### src/fpnvm_pkg.sv
// Purpose: shared constants for the flash protection nv-bit block
// Assumes: 10 MHz system clock, APB register access
// Notes: offsets are byte addresses, one 32-bit word each
package fpnvm_pkg;
  // ==========================================================
  // timing
  localparam int CLK_KHZ = 10000;
  localparam int ERASE_HOLD_MS = 220;
  localparam int ERASE_HOLD_CYC = ERASE_HOLD_MS * CLK_KHZ;

  // ==========================================================
  // geometry
  localparam int LOCKS_PER_CTRL = 16;
  localparam int NUM_CTRL_DEF = 2;
  localparam int PAGES_PER_REGION = 64;
  localparam int PAGE_BYTES = 256;
  localparam int REG_SHIFT = $clog2(PAGES_PER_REGION);
  localparam int GP_BITS = 3;
  localparam int GP_BOD_EN = 0;
  localparam int GP_BOD_RST = 1;
  localparam int GP_BOOT = 2;
  localparam int CALIB_BITS = 8;

  // ==========================================================
  // register map
  localparam int ADDR_W = 8;
  localparam logic [7:0] REG_CMD = 8'h00;
  localparam logic [7:0] REG_LOCK = 8'h04;
  localparam logic [7:0] REG_STATUS = 8'h08;
  localparam logic [7:0] REG_IRQ_STS = 8'h0c;
  localparam logic [7:0] REG_IRQ_MSK = 8'h10;
  localparam int CMD_OP_LSB = 0;
  localparam int CMD_OP_W = 4;
  localparam int CMD_ARG_LSB = 8;
  localparam int ST_GP_LSB = 0;
  localparam int ST_SEC = 4;
  localparam int ST_FFP = 5;
  localparam int ST_BUSY = 6;
  localparam int ST_CAL_LSB = 8;
  localparam int IRQ_W = 3;
  localparam int IRQ_ABORT = 0;
  localparam int IRQ_DONE = 1;
  localparam int IRQ_DENY = 2;
  localparam logic [IRQ_W-1:0] IRQ_MSK_RST = 3'h0;

  // ==========================================================
  // commands
  typedef enum logic [3:0] {
    OP_NONE = 4'h0, OP_SET_LOCK = 4'h1, OP_CLR_LOCK = 4'h2,
    OP_SET_GP = 4'h3, OP_CLR_GP = 4'h4, OP_SET_SEC = 4'h5,
    OP_PROG = 4'h6, OP_ERASE = 4'h7, OP_FULL = 4'h8, OP_READ = 4'h9
  } fpnvm_op_t;

  typedef enum logic [2:0] {
    FF_READ = 3'h0, FF_PROG = 3'h1, FF_ERASE = 3'h2, FF_FULL = 3'h3,
    FF_LOCK = 3'h4, FF_UNLOCK = 3'h5, FF_PROTECT = 3'h6
  } fpnvm_ffp_t;

  // first state must be the reset load state
  typedef enum logic [1:0] {S_LOAD, S_IDLE, S_BUSY, S_WIPE} fpnvm_state_t;
endpackage : fpnvm_pkg

### src/fpnvm_top.sv
// Purpose: lock, security, config and calibration nv bits of a flash
// Assumes: nv cell array outside restores bits after reset, keeps writes
// Notes: APB slave, one wait state per access
//
// The register addresses and the APB interface to the registers were left to the implementer.
`timescale 1ns/100ps

// Behaviour
// - each controller holds 16 lock bits; two controllers give 32 regions.
// - lock bit guards 64 pages of 256 bytes, 16 Kbytes per region.
// - program or erase on locked region aborts untouched and raises interrupt.
// - set-lock sets the region's lock bit; clear-lock clears it.
// - all 32 lock bits reachable through the command interface.
// - chip-wipe pin clears every lock bit.
// - security set refuses all debug and fast programming accesses.
// - only set-security sets security; no command clears it.
// - security clears only after wipe pin high and full erase done.
// - config bits set and cleared singly, kept across power loss.
// - config bit 0 enables brownout detector; wipe clears it.
// - config bit 1 enables brownout reset; wipe clears it.
// - eight calibration bits read-only, untouched by wipe.
// - fast programming mode only with test pin and port lines 0, 1 high.
// - fast port takes read, program, erase, full erase, lock, unlock, protect.
// - boot from flash when config bit 2 is 1, else boot rom at 0x0.
// - wipe clears config bit 2, selecting rom boot.
module fpnvm_top import fpnvm_pkg::*; #(
  parameter int NUM_CTRL = NUM_CTRL_DEF,
  parameter int WIPE_CYC = ERASE_HOLD_CYC,
  localparam int LOCKS = NUM_CTRL * LOCKS_PER_CTRL,
  localparam int LW = $clog2(LOCKS),
  localparam int PW = LW + REG_SHIFT
) (
  // clock and reset
  input wire logic clk,
  input wire logic reset,
  // apb slave
  input wire logic psel,
  input wire logic penable,
  input wire logic pwrite,
  input wire logic [ADDR_W-1:0] paddr,
  input wire logic [31:0] pwdata,
  output logic [31:0] prdata,
  output logic pready,
  output logic pslverr,
  output logic irq,
  // pins
  input wire logic erase_pin,
  input wire logic test_mode_pin,
  input wire logic port_a_line_zero,
  input wire logic port_a_line_one,
  // nv cell array
  input wire logic [LOCKS-1:0] nv_lock_in,
  input wire logic [GP_BITS-1:0] nv_gp_in,
  input wire logic nv_sec_in,
  input wire logic [CALIB_BITS-1:0] nv_calib_in,
  output logic [LOCKS-1:0] lock_bits,
  output logic [GP_BITS-1:0] general_config_nv_bit,
  output logic security_bit,
  output logic [CALIB_BITS-1:0] calib_bits,
  // system controls
  output logic brownout_detector_en,
  output logic brownout_reset_en,
  output logic boot_from_flash,
  // flash array operations
  output logic flash_prog,
  output logic flash_erase,
  output logic flash_full_erase,
  output logic [PW-1:0] flash_page,
  input wire logic flash_done,
  // in_circuit_debug_port access check
  input wire logic dbg_req,
  output logic dbg_ack,
  output logic dbg_deny,
  // fast_programming_port
  input wire logic ffp_req,
  input wire logic [2:0] ffp_cmd,
  input wire logic [PW-1:0] ffp_arg,
  output logic ffp_ack,
  output logic ffp_deny,
  output logic ffp_mode
);
  // ==========================================================
  // parameter checks
  localparam int CW = $clog2(WIPE_CYC + 1);
  localparam logic [CW-1:0] WIPE_MAX = CW'(WIPE_CYC);

  if (NUM_CTRL < 1 || NUM_CTRL > 2) begin : g_bad_ctrl
    $error("NUM_CTRL must be 1 or 2");
  end
  if (WIPE_CYC < 1) begin : g_bad_wipe
    $error("WIPE_CYC must be at least 1");
  end

  // ==========================================================
  // state
  typedef struct packed {
    fpnvm_state_t st;
    logic [LOCKS-1:0] lock;
    logic [GP_BITS-1:0] gp;
    logic sec;
    logic [CALIB_BITS-1:0] calib;
    logic [2:0] ers_s;
    logic ers_lvl;
    logic [2:0][2:0] pin_s;
    logic mode;
    logic [CW-1:0] wcnt;
    logic wipe_done;
    logic [IRQ_W-1:0] ists;
    logic [IRQ_W-1:0] imsk;
    logic irq;
    logic pready;
    logic pslverr;
    logic [31:0] prdata;
    logic fl_prog;
    logic fl_erase;
    logic fl_full;
    logic [PW-1:0] fl_page;
    logic dbg_ack;
    logic dbg_deny;
    logic ffp_ack;
    logic ffp_deny;
  } fpnvm_reg_t;

  fpnvm_reg_t q_ff;
  fpnvm_reg_t nxt_q;
  fpnvm_op_t op;
  logic [PW-1:0] arg;
  logic [LW-1:0] idx;
  logic hit;
  logic apb_wr;
  logic apb_cmd;
  logic ffp_go;
  logic wipe_go;
  logic [IRQ_W-1:0] ev;

  function automatic fpnvm_op_t ffp_map(input logic [2:0] c);
    case (c)
      FF_PROG: ffp_map = OP_PROG;
      FF_ERASE: ffp_map = OP_ERASE;
      FF_FULL: ffp_map = OP_FULL;
      FF_LOCK: ffp_map = OP_SET_LOCK;
      FF_UNLOCK: ffp_map = OP_CLR_LOCK;
      FF_PROTECT: ffp_map = OP_SET_SEC;
      default: ffp_map = OP_READ;
    endcase
  endfunction : ffp_map

  // ==========================================================
  // next state
  always_comb begin
    nxt_q = q_ff;
    ev = '0;
    nxt_q.fl_prog = 1'b0;
    nxt_q.fl_erase = 1'b0;
    nxt_q.fl_full = 1'b0;
    nxt_q.dbg_ack = 1'b0;
    nxt_q.dbg_deny = 1'b0;
    nxt_q.ffp_ack = 1'b0;
    nxt_q.ffp_deny = 1'b0;

    // pins: a change counts once stages two and three agree
    nxt_q.ers_s = {q_ff.ers_s[1:0], erase_pin};
    if (q_ff.ers_s[2] == q_ff.ers_s[1]) begin
      nxt_q.ers_lvl = q_ff.ers_s[2];
    end
    nxt_q.pin_s = {q_ff.pin_s[1:0],
                   {test_mode_pin, port_a_line_zero, port_a_line_one}};
    if (q_ff.pin_s[2] == q_ff.pin_s[1]) begin
      nxt_q.mode = &q_ff.pin_s[2];
    end

    // wipe pin hold: short pulses are ignored as glitches
    if (!q_ff.ers_lvl) begin
      nxt_q.wcnt = '0;
      nxt_q.wipe_done = 1'b0;
    end else if (q_ff.wcnt != WIPE_MAX) begin
      nxt_q.wcnt = q_ff.wcnt + 1'b1;
    end
    wipe_go = q_ff.ers_lvl && q_ff.wcnt == WIPE_MAX && !q_ff.wipe_done &&
              q_ff.st == S_IDLE;

    // command sources; apb wins, the wipe beats both
    apb_wr = psel && penable && q_ff.pready && pwrite;
    apb_cmd = apb_wr && paddr == REG_CMD && q_ff.st == S_IDLE && !wipe_go;
    ffp_go = ffp_req && q_ff.mode && !q_ff.sec && !apb_cmd &&
             (q_ff.st == S_IDLE) && !wipe_go;
    if (ffp_req && !ffp_go) begin
      nxt_q.ffp_deny = 1'b1;
      ev[IRQ_DENY] = 1'b1;
    end
    if (apb_cmd) begin
      op = fpnvm_op_t'(pwdata[CMD_OP_LSB +: CMD_OP_W]);
      arg = pwdata[CMD_ARG_LSB +: PW];
    end else if (ffp_go) begin
      op = ffp_map(ffp_cmd);
      arg = ffp_arg;
      nxt_q.ffp_ack = 1'b1;
    end else begin
      op = OP_NONE;
      arg = '0;
    end
    idx = arg[LW-1:0];
    hit = (op == OP_FULL) ? |q_ff.lock : q_ff.lock[arg[PW-1:REG_SHIFT]];

    case (op)
      OP_SET_LOCK: begin
        nxt_q.lock[idx] = 1'b1;
        ev[IRQ_DONE] = 1'b1;
      end
      OP_CLR_LOCK: begin
        nxt_q.lock[idx] = 1'b0;
        ev[IRQ_DONE] = 1'b1;
      end
      OP_SET_GP: begin
        if (32'(idx) < GP_BITS) begin
          nxt_q.gp[idx[1:0]] = 1'b1;
        end
        ev[IRQ_DONE] = 1'b1;
      end
      OP_CLR_GP: begin
        if (32'(idx) < GP_BITS) begin
          nxt_q.gp[idx[1:0]] = 1'b0;
        end
        ev[IRQ_DONE] = 1'b1;
      end
      OP_SET_SEC: begin
        nxt_q.sec = 1'b1;
        ev[IRQ_DONE] = 1'b1;
      end
      OP_PROG, OP_ERASE, OP_FULL: begin
        if (hit) begin
          ev[IRQ_ABORT] = 1'b1;
        end else begin
          nxt_q.fl_prog = op == OP_PROG;
          nxt_q.fl_erase = op == OP_ERASE;
          nxt_q.fl_full = op == OP_FULL;
          nxt_q.fl_page = arg;
          nxt_q.st = S_BUSY;
        end
      end
      default: begin
      end
    endcase

    case (q_ff.st)
      S_LOAD: begin
        // nv array contents come back after every reset
        nxt_q.lock = nv_lock_in;
        nxt_q.gp = nv_gp_in;
        nxt_q.sec = nv_sec_in;
        nxt_q.calib = nv_calib_in;
        nxt_q.st = S_IDLE;
      end
      S_IDLE: begin
        if (wipe_go) begin
          nxt_q.lock = '0;
          nxt_q.gp = '0;
          nxt_q.fl_full = 1'b1;
          nxt_q.wipe_done = 1'b1;
          nxt_q.st = S_WIPE;
        end
      end
      S_BUSY: begin
        if (flash_done) begin
          nxt_q.st = S_IDLE;
          ev[IRQ_DONE] = 1'b1;
        end
      end
      S_WIPE: begin
        if (flash_done) begin
          nxt_q.sec = 1'b0;
          nxt_q.st = S_IDLE;
          ev[IRQ_DONE] = 1'b1;
        end
      end
      default: nxt_q.st = S_IDLE;
    endcase

    // debug port sees the security bit as it stands now
    if (dbg_req) begin
      nxt_q.dbg_ack = !q_ff.sec;
      nxt_q.dbg_deny = q_ff.sec;
      ev[IRQ_DENY] = ev[IRQ_DENY] | q_ff.sec;
    end

    // apb: one wait state, write acts at the pready edge
    nxt_q.pready = psel && penable && !q_ff.pready;
    nxt_q.pslverr = 1'b0;
    nxt_q.prdata = '0;
    if (nxt_q.pready) begin
      case (paddr)
        REG_CMD: nxt_q.prdata = '0;
        REG_LOCK: nxt_q.prdata[LOCKS-1:0] = q_ff.lock;
        REG_STATUS: begin
          nxt_q.prdata[ST_GP_LSB +: GP_BITS] = q_ff.gp;
          nxt_q.prdata[ST_SEC] = q_ff.sec;
          nxt_q.prdata[ST_FFP] = q_ff.mode;
          nxt_q.prdata[ST_BUSY] = q_ff.st != S_IDLE;
          nxt_q.prdata[ST_CAL_LSB +: CALIB_BITS] = q_ff.calib;
        end
        REG_IRQ_STS: nxt_q.prdata[IRQ_W-1:0] = q_ff.ists;
        REG_IRQ_MSK: nxt_q.prdata[IRQ_W-1:0] = q_ff.imsk;
        default: nxt_q.pslverr = 1'b1;
      endcase
    end
    if (apb_wr && paddr == REG_IRQ_MSK) begin
      nxt_q.imsk = pwdata[IRQ_W-1:0];
    end
    // set wins over a write-one clear in the same cycle
    if (apb_wr && paddr == REG_IRQ_STS) begin
      nxt_q.ists = q_ff.ists & ~pwdata[IRQ_W-1:0];
    end
    nxt_q.ists = nxt_q.ists | ev;
    nxt_q.irq = |(nxt_q.ists & nxt_q.imsk);
  end

  // ==========================================================
  // registers
  always_ff @(posedge clk or posedge reset) begin
    if (reset) begin
      q_ff <= '0;
      q_ff.imsk <= IRQ_MSK_RST;
    end else begin
      q_ff <= nxt_q;
    end
  end

  assign prdata = q_ff.prdata;
  assign pready = q_ff.pready;
  assign pslverr = q_ff.pslverr;
  assign irq = q_ff.irq;
  assign lock_bits = q_ff.lock;
  assign general_config_nv_bit = q_ff.gp;
  assign security_bit = q_ff.sec;
  assign calib_bits = q_ff.calib;
  assign brownout_detector_en = q_ff.gp[GP_BOD_EN];
  assign brownout_reset_en = q_ff.gp[GP_BOD_RST];
  assign boot_from_flash = q_ff.gp[GP_BOOT];
  assign flash_prog = q_ff.fl_prog;
  assign flash_erase = q_ff.fl_erase;
  assign flash_full_erase = q_ff.fl_full;
  assign flash_page = q_ff.fl_page;
  assign dbg_ack = q_ff.dbg_ack;
  assign dbg_deny = q_ff.dbg_deny;
  assign ffp_ack = q_ff.ffp_ack;
  assign ffp_deny = q_ff.ffp_deny;
  assign ffp_mode = q_ff.mode;
endmodule : fpnvm_top

### config.mk
export PLATFORM = sky130hd
export DESIGN_NAME = fpnvm_top
export DESIGN_NICKNAME = d
export VERILOG_FILES = /design/src/fpnvm_pkg.sv /design/src/fpnvm_top.sv
export SDC_FILE = /design/constraint.sdc
export NUM_CORES = 1
export LEC_CHECK = 0
export BUFFER_PORTS_ARGS = -buffer_cell sky130_fd_sc_hd__clkbuf_2
export CORE_UTILIZATION = 58
export CTS_CLUSTER_SIZE = 16
export DETAILED_ROUTE_END_ITERATION = 16
export GPL_TIMING_DRIVEN = 0
export HOLD_SLACK_MARGIN = 0.06
export PLACE_DENSITY_LB_ADDON = 0.2
export SLEW_MARGIN = 0
export SYNTH_ARGS = -nofsm -noshare
export SYNTH_HDL_FRONTEND = slang
export SYNTH_SLANG_ARGS = --single-unit
### constraint.sdc
create_clock -name clk -period 15 [get_ports clk]
set_input_delay 3.75 -clock clk [delete_from_list [all_inputs] [get_ports clk]]
set_output_delay 3.75 -clock clk [all_outputs]
set_load 0.1 [all_outputs]
==> results of run 1 <==
cell type report:
type	count	area share, %
Timing Repair Buffer	193	10.2
Buffer	121	8.18
Sequential cell	142	36.6
Inverter	13	0.554
Clock inverter	11	1.71
Clock buffer	19	4.66
Multi-Input combinational cell	528	35.9
Tap cell	176	2.27
flip-flops by register name (all words and copies together), names as in the netlist, 3 cells and up:
signal	flops
lock_bits	32
nxt_q	8
general_config_nv_bit	3
q_ff	36
flash_page	11
calib_bits	8
prdata	32
cell usage in the layout (no fill, tap or decap), drive strengths merged, types with 13 or more instances in the layout:
cell type  instances
clkbuf           241
dfrtp            142
buf               92
nand2             68
o21ai             63
and3              39
nor2              37
a22o              28
and2              25
o211ai            22
mux2              22
nand4             17
a211oi            17
a22oi             17
a21oi             16
xnor2             16
inv               13
nor4              13
metal layers:
metal	GRT usage (%)	routed length, um
met1	43.8	9320
met4	13.8	560
met2	52.4	10700
met3	8.88	1980
met5	0	0
report_power, final:
part	switching, mW	internal, mW
registers	0.101	0.453
clock network	0.159	0.284
logic	0.665	0.221
final timing paths:
| kind | start | to | slack [ns] | depth (start not counted) |
|---|---|---|---|---|
| worst max-delay path | paddr[4] | flash_page[0] | 7.65 | 13 |
| min in group asynchronous | reset | prdata[13] | 3.39 | 2 |
| max in group asynchronous | reset | q_ff[89] | 10.83 | 3 |
| worst max register to register | q_ff[60] | flash_page[0] | 10.91 | 13 |
| worst min register to register | nxt_q[87] | nxt_q[90] | 0.35 | 0 |
| worst min-delay path | nxt_q[87] | nxt_q[90] | 0.35 | 0 |
stage by stage:
| stage | setup WS, ns | hold slack [ns] | instance area [um^2] |
|---|---|---|---|
| 6_report | 7.65 | 0.349 | 9720 |
| 5_1_grt | 7.58 | 0.356 | 9720 |
| 4_1_cts | 7.81 | 0.352 | 9720 |
| 3_5_place_dp | 7.35 | 0.339 | 9100 |
| 3_3_place_gp | 6.00 | 0.335 | 9060 |
| 2_1_floorplan | 7.44 | 0.331 | 7880 |
kinds of logic (layout without fill, tap and decap cells):
group / count (synthesis) / count (layout) / share of synthesized area (%)
xor gates and xnor gates: 23 / 23 / 2.56
adders and majority gates: 7 / 7 / 1.08
AOI/OAI and AO/OA: 208 / 208 / 18.3
DFF: 142 / 142 / 45.1
buffers and inverters: 134 / 357 / 10.7
and+or+nand+nor: 263 / 263 / 18.2
muxes: 27 / 27 / 4.11
==> results.ini, run 1 <==
[critical_path]
slowest_delay_ns=0.64
cp_cell_sequence=clkbuf_2, or4_4, nor4_4, mux2i_1, clkbuf_2, and3_1, a211oi_1, nor4_1, o31ai_2, o21ai_2, nand2_2, buf_6, mux2_4
critPathTopFamily=simple AND/OR/NAND/NOR gates
crit_type=in -> reg
required_ns=15.31
worst_path_max_delay_cell=nor4_1
critPathCaptureType=flip-flop
critPathLaunchType=input pin
cp.arrival_ns=7.66
crit_fanout=10
path_buf_inv=3
crit_path_frequent_cell=clkbuf_2

[power_and_ir_drop]
leakagePower_nw=4.78
peakVddDrop_mv=0.165
power.density_mw_per_mm2=194
p_total_mw=1.88

[place]
dp_hpwl_mm=16.7
port_buffers=192
routabilityCongestion=0.938
dp_cells=1173

[routing]
ant_nets=0
vias=7016
drt_wl_total_mm=22.5
drtIter0Drc=550
vias_per_cell=5.83
firstDrtPassIters=6
wl_per_cell_um=18.7
remaining_drc_errors=0

[layout]
diodes=0
stdcell_count=1203
syn_to_final_growth_pct=23.3
fill_cells=1001
multiInputGateArea_mm2=0.00349
seq_area_mm2=0.00355
fin_nets=1132
fin_util_pct=73.4
layout-drive-gt1-share_pct=34.8

[clock_network]
h-tree-depth=4
cts.sinks=142
cts_made_buffers=17
clockRootBuffer=clkbuf_16
ctsResizeCount=0
cts_hold_buf=0
clk_pin_slew_ns=0.06
clk-insertion-delay-late_ns=0.43
cts_buffer_depth=2
cts_tree=yes
post-cts-setup-buffers=0

[synthesis]
synthArstFlopShare_pct=100
yosysWarnings=0
synth_most_common_cell=dfrtp_1
synth_edf_count=0
synth_cells=804
ys.flop_type=dfrtp_1
synth_top_cell_by_area=dfrtp_1
netlist_area_mm2=0.00788
synth_top_area_share_pct=45.1
ys_ff_latch=142
seq_area_frac_synth_pct=45.1
syn_area_per_cell_um2=9.81
syn-num-nets=920
synth.distinct_cells=69
yosys-top-cells-area=dfrtp_1 (45%), buf_4 (8.3%), o21ai_0 (3.9%)
yosys-top-cells-count=dfrtp_1 (142), buf_4 (87), nand2_1 (67)

[timing]
period_needed_ns=7.35
rsz0062_at_grt=no
min_period_over_period_pct=49.0
timing.fmax_ghz=0.136
slew_violations=0
setup_viol=0
fin_setup_tns_ns=0
slew_headroom_pct=37.4
fin_worst_skew_ns=0.0102
worstMarginPinSlew_ns=0.931
finalHoldViolCount=0

[floorplan]
io_pins=211
die_w_um=119
start_util_pct=59.5
fp.coreArea_mm2=0.0132
die_h_um=119
placementRows=42
fp.dieArea_mm2=0.0141

[global_route]
antenna_found_initial=0
grt_first_pass_wirelength_mm=35.5
overflow=0
grt_max_degree=80
first_global_vias=6799
grt_use_total_pct=33.4

[status]
outcome=completed

[worst_hold_path]
worstHoldPathType=reg -> reg

[job]
drv_cap=0

No activity file was read; power rests on OpenSTA's default activity.
==> inputs of run 2 (changes only) <==
CORE_UTILIZATION = 48   (was 58)
clock period = 6.1 ns   (was 15 ns; I/O delays follow)
==> run 2 against run 1 <==
Against the previous run: sequential cell count unchanged; register-to-register slack got worse by 9.0 ns; clock skew increased by 0.0027 ns; critical path depth unchanged; largest cell class unchanged; sequential power increased by 150%.
==> results.ini, run 2 (same netlist as run 1, synthesis figures left out) <==
[worst_hold_path]
worstHoldPathType=reg -> reg
hold_start=nxt_q[94]
min_to=nxt_q[95]
hold_depth=0  ; unchanged

[clock_network]
post-cts-setup-buffers=0  ; unchanged
cts_tree=yes
h-tree-depth=4  ; unchanged
clk-insertion-delay-late_ns=0.44  ; about the same
cts_made_buffers=17  ; unchanged
clockRootBuffer=clkbuf_16
cts_hold_buf=0  ; unchanged
cts.sinks=142  ; unchanged
ctsResizeCount=0  ; unchanged
cts_buffer_depth=2  ; unchanged
clk_pin_slew_ns=0.06  ; about the same

[place]
dp_hpwl_mm=17.0  ; +1.3%
port_buffers=192  ; unchanged
routabilityCongestion=0.942  ; +0.34%
dp_cells=1213  ; +3.4%

[timing]
worstMarginPinSlew_ns=0.855  ; -0.0767 ns
rsz0062_at_grt=no
setup_viol=0  ; unchanged
min_period_over_period_pct=82.1
timing.fmax_ghz=0.200
slew_violations=0  ; unchanged
period_needed_ns=5.01
slew_headroom_pct=43.0  ; +5.6 points
finalHoldViolCount=0  ; unchanged
fin_setup_tns_ns=0  ; unchanged
fin_worst_skew_ns=0.0129  ; +0.00273 ns

[power_and_ir_drop]
p_total_mw=4.77  ; +150%
power.density_mw_per_mm2=485  ; +150%
peakVddDrop_mv=0.338  ; +110%
leakagePower_nw=4.81  ; +0.73%

[floorplan]
start_util_pct=49.5  ; -10 points
fp.dieArea_mm2=0.0169  ; +20%
io_pins=211  ; unchanged
die_w_um=130  ; +9.8%
placementRows=46  ; +9.5%
fp.coreArea_mm2=0.0159  ; +20%
die_h_um=130  ; +9.8%

[layout]
diodes=0  ; unchanged
mostFrequentLayoutCells=clkbuf_2 (194), dfrtp_1 (142), buf_4 (87), nand2_1 (67), o21ai_0 (61)
largest_reg_flops=36  ; unchanged
fin_nets=1132  ; unchanged
regMostFlops=q_ff
layout-drive-gt1-share_pct=34.7  ; -0.064 points
mostFrequentLayoutCell=clkbuf_2
stdcell_count=1242  ; +3.2%
syn_to_final_growth_pct=24.8

[global_route]
grt_first_pass_wirelength_mm=35.3  ; -0.54%
grt_use_total_pct=28.4  ; -5.0 points
grt_max_degree=90  ; +13%
first_global_vias=6435  ; -5.4%
antenna_found_initial=0  ; unchanged
overflow=0  ; unchanged

[routing]
firstDrtPassIters=5  ; -1
drtIter0Drc=537  ; -2.4%
ant_nets=0  ; unchanged
remaining_drc_errors=0  ; unchanged
drt_wl_total_mm=23.2  ; +3.1%
wl_per_cell_um=18.7  ; -0.14%
vias=6974  ; -0.60%
vias_per_cell=5.62  ; -3.7%

[critical_path]
critPathCaptureType=flip-flop
r2r_cells=12  ; -1
cp.arrival_ns=5.32  ; -2.34 ns
r2r_start=q_ff[141]
crit_type=in -> reg
r2r_end=lock_bits[13]
required_ns=6.42  ; -8.89 ns
r2r_slack_ns=1.93  ; -8.98 ns
critPathLaunchType=input pin
crit_fanout=10  ; unchanged

[status]
outcome=completed

[job]
drv_cap=0  ; unchanged

-- run 2: how the worst max path moves through the flow --
| stage | start | endpoint | slack (ns) | cells past startpoint |
|---|---|---|---|---|
| finish | paddr[4] | flash_page[3] | 1.09 | 13 |
| global route | paddr[4] | lock_bits[25] | 0.82 | 11 |
| CTS | paddr[4] | flash_page[3] | 1.18 | 13 |
| detailed placement | paddr[4] | flash_page[2] | 0.77 | 13 |
| global placement | reset | q_ff[58] | -0.77 | 2 |
| floorplan | reset | calib_bits[0] | 0.77 | 1 |
-- run 2: stage by stage --
step | hold WS [ns] | area [um^2] | worst slack (ns) | util (%)
2_1_floorplan | 0.331 | 7880 | 0.765 | -
3_3_place_gp | 0.332 | 9110 | -0.765 | 57.2
3_5_place_dp | 0.336 | 9150 | 0.767 | 57.4
4_1_cts | 0.350 | 9840 | 1.18 | 61.7
5_1_grt | 0.361 | 9840 | 0.818 | 61.7
6_report | 0.347 | 9840 | 1.09 | 61.7
-- run 2: where the power goes --
group / switching (mW) / internal, mW / total, mW
Sequential: 0.247 / 1.11 / 1.36
Clock: 0.406 / 0.824 / 1.23
Combinational: 1.64 / 0.543 / 2.18
Total: 2.29 / 2.48 / 4.77
-- run 2: cell type report --
class | instances | area [um^2]
fill | 1405 | 6110
sequential | 142 | 3550
multi-input combinational | 528 | 3490
timing repair buffer | 193 | 988
buffer | 121 | 795
clock buffer | 19 | 453
tap | 216 | 270
clock inverter | 10 | 235
inverter | 13 | 53.8
-- run 2: critical path: stages --
cell	delay, ns
clkbuf_2	0.14
or4_4	0.55
nor4_4	0.60
mux2i_1	0.44
clkbuf_2	0.27
and3_1	0.18
a211oi_1	0.04
nor4_1	0.56
o31ai_2	0.19
o21ai_2	0.20
nand2_2	0.12
buf_6	0.18
mux2_4	0.30
-- run 2: routing by layer --
| layer | vias up | wire (um) | global-route usage, % |
|---|---|---|---|
| met5 | - | 0 | 0 |
| met4 | 0 | 827 | 13.7 |
| met3 | 59 | 1850 | 6.97 |
| met2 | 324 | 10400 | 42.6 |
| met1 | 3338 | 10100 | 38.4 |
| li1 | 3253 | - | - |
==> inputs of run 3 (changes only) <==
clock period = 4.33 ns   (was 6.1 ns; I/O delays follow)
==> run 3 against run 2 <==
Against the previous run: first-iteration DRC count increased by 2.0%; clock skew decreased by 0.0064 ns; non-clock buffer count is 12 higher; register-to-register slack got worse by 1.6 ns; final cell count increased by 1.2%; critical endpoint is now flash_page[4]; hold slack worse by 0.00075 ns; critical path depth rose by 1; global-route usage down 0.54 points.
==> results.ini, run 3 (same netlist as run 1, synthesis figures left out) <==
[place]
port_buffers=192  ; unchanged
routabilityCongestion=0.956  ; +1.5%
dp_hpwl_mm=17.2  ; +1.6%
place_area_mm2=0.00918  ; +0.34%

[clock_network]
clk-insertion-delay-late_ns=0.43  ; about the same
h-tree-depth=4  ; unchanged
cts_made_buffers=17  ; unchanged
clk_pin_slew_ns=0.06  ; about the same
cts_buffer_depth=2  ; unchanged
cts_tree=yes
clockRootBuffer=clkbuf_16
cts_hold_buf=0  ; unchanged
cts.sinks=142  ; unchanged

[critical_path]
critPathTopFamily=simple AND/OR/NAND/NOR gates
critPathLaunchType=input pin
required_ns=4.64  ; -1.78 ns
critPathCaptureType=flip-flop
path_depth=14  ; +1
slowest_delay_ns=0.56  ; -0.04 ns
crit_fanout=10  ; unchanged
crit_type=in -> reg
worst_path_max_delay_cell=or4_4
cp.arrival_ns=4.49  ; -0.83 ns
cp_cell_sequence=clkbuf_2, or4_4, nor4_4, mux2i_2, buf_4, buf_4, and3_1, a211oi_1, o41ai_2, o31ai_2, o21ai_2, nand2_2, buf_6, mux2_4
r2r_cells=14  ; +2
crit_path_frequent_cell=buf_4
path_buf_inv=4  ; +1

[floorplan]
placementRows=46  ; unchanged
die_w_um=130  ; unchanged
die_h_um=130  ; unchanged
fp.coreArea_mm2=0.0159  ; unchanged
start_util_pct=49.5  ; unchanged
io_pins=211  ; unchanged
fp.dieArea_mm2=0.0169  ; unchanged

[routing]
firstDrtPassIters=7  ; +2
drt_wl_total_mm=23.2  ; -0.15%
drtIter0Drc=548  ; +2.0%
remaining_drc_errors=0  ; unchanged
ant_nets=0  ; unchanged
vias=6994  ; +0.29%
vias_per_cell=5.56  ; -0.91%
wl_per_cell_um=18.4  ; -1.3%

[worst_hold_path]
hold_depth=0  ; unchanged
worstHoldPathType=reg -> reg

[timing]
fin_setup_tns_ns=0  ; unchanged
timing.fmax_ghz=0.239
min_period_over_period_pct=96.5
slew_violations=0  ; unchanged
period_needed_ns=4.18
slew_headroom_pct=37.8  ; -5.2 points
fin_worst_skew_ns=0.00652  ; -0.00639 ns
worstMarginPinSlew_ns=0.923  ; +0.0683 ns
setup_viol=0  ; unchanged
finalHoldViolCount=0  ; unchanged

[power_and_ir_drop]
leakagePower_nw=4.84  ; +0.53%
power.internal_mw=3.20  ; +29%
power.density_mw_per_mm2=654  ; +35%
peakVddDrop_mv=0.455  ; +34%
switching_share_pct=50.4  ; +2.3 points
p_seq_share_pct=29.8  ; +1.3 points
clkPwrFrac_pct=22.6  ; -3.2 points
p_sw_mw=3.25  ; +42%
pwr-share-comb_pct=47.6  ; +1.8 points

[layout]
fin_area_mm2=0.00987  ; +0.36%
syn_to_final_growth_pct=25.2
layout-drive-gt1-share_pct=35.9  ; +1.2 points
fill_cells=1369  ; -2.6%
fin_nets=1144  ; +1.1%
fin_util_pct=61.9  ; +0.22 points
mostFrequentLayoutCell=clkbuf_2
diodes=0  ; unchanged
largest_reg_flops=36  ; unchanged
regMostFlops=q_ff
mostFrequentLayoutCells=clkbuf_2 (194), dfrtp_1 (142), buf_4 (98), nand2_1 (67), o21ai_0 (60)

[global_route]
grt_first_pass_wirelength_mm=35.0  ; -0.76%
antenna_found_initial=0  ; unchanged
first_global_vias=6510  ; +1.2%
overflow=0  ; unchanged
grt_use_total_pct=27.8  ; -0.54 points
grt_max_degree=43  ; -52%

[status]
outcome=completed

[job]
drv_cap=0  ; unchanged

[run 3: changes by cell type in the layout (fill, tap and decap cells not counted), moves of 2 or more]
cell,previous run,this run
buf_12,0,3
buf_4,87,98
bufinv_16,7,2
clkinv_2,0,2
clkinv_4,1,4
clkinvlp_4,1,3
[run 3: repair_timing]
action / 4_1_cts / 5_1_grt
setup buffers: 4 / 6
pin swaps: 1 / 6
gates resized for setup: 0 / 12
setup endpoints to repair: 19 / 28
[run 3: routing by layer]
metal	vias to the layer above	global-route usage, %	share of wire (%)
li1	3283	-	-
met1	3340	37.8	44
met2	331	43.1	46
met3	40	6.27	8.1
met4	0	11.1	2.4
met5	-	0	0
[run 3: final cells by class]
type | instances | area, um^2 | share of cell area, %
buffer | 121 | 801 | 8.11
clock buffer | 20 | 447 | 4.53
clock inverter | 12 | 138 | 1.39
inverter | 13 | 52.6 | 0.532
multi-input combinational | 528 | 3510 | 35.6
sequential | 142 | 3550 | 36.0
tap | 216 | 270 | 2.74
timing repair buffer | 205 | 1100 | 11.1
[run 3: stage by stage]
| step | worst slack, ns | hold WS [ns] | total power, mW | cells |
|---|---|---|---|---|
| final | 0.152 | 0.347 | 6.45 | 1257 |
| after global routing | -0.0170 | 0.359 | 6.69 | 1257 |
| after CTS | 0.106 | 0.350 | 6.45 | 1251 |
| after detailed placement | -0.561 | 0.336 | 4.99 | 1215 |
| after global placement | -0.585 | 0.335 | 4.96 | 1212 |
| after floorplan | 0.258 | 0.331 | 4.40 | 804 |
[run 3: final timing paths]
kind | slack (ns) | endpoint | start
setup reg to reg | 0.32 | lock_bits[6] | q_ff[141]
max in group asynchronous | 2.89 | q_ff[57] | reset
hold reg to reg | 0.35 | nxt_q[90] | nxt_q[87]
hold / removal | 0.35 | nxt_q[90] | nxt_q[87]
min in group asynchronous | 0.78 | prdata[14] | reset
setup / recovery | 0.15 | flash_page[4] | paddr[5]
[run 3: power groups by stage]
stage	sequential [mW]	clock (mW)	combinational, mW
after floorplan	1.95	0	2.44
after global placement	1.93	0	3.03
after detailed placement	1.93	0	3.06
after CTS	1.91	1.47	3.07
after global routing	1.95	1.52	3.22
final	1.92	1.46	3.07
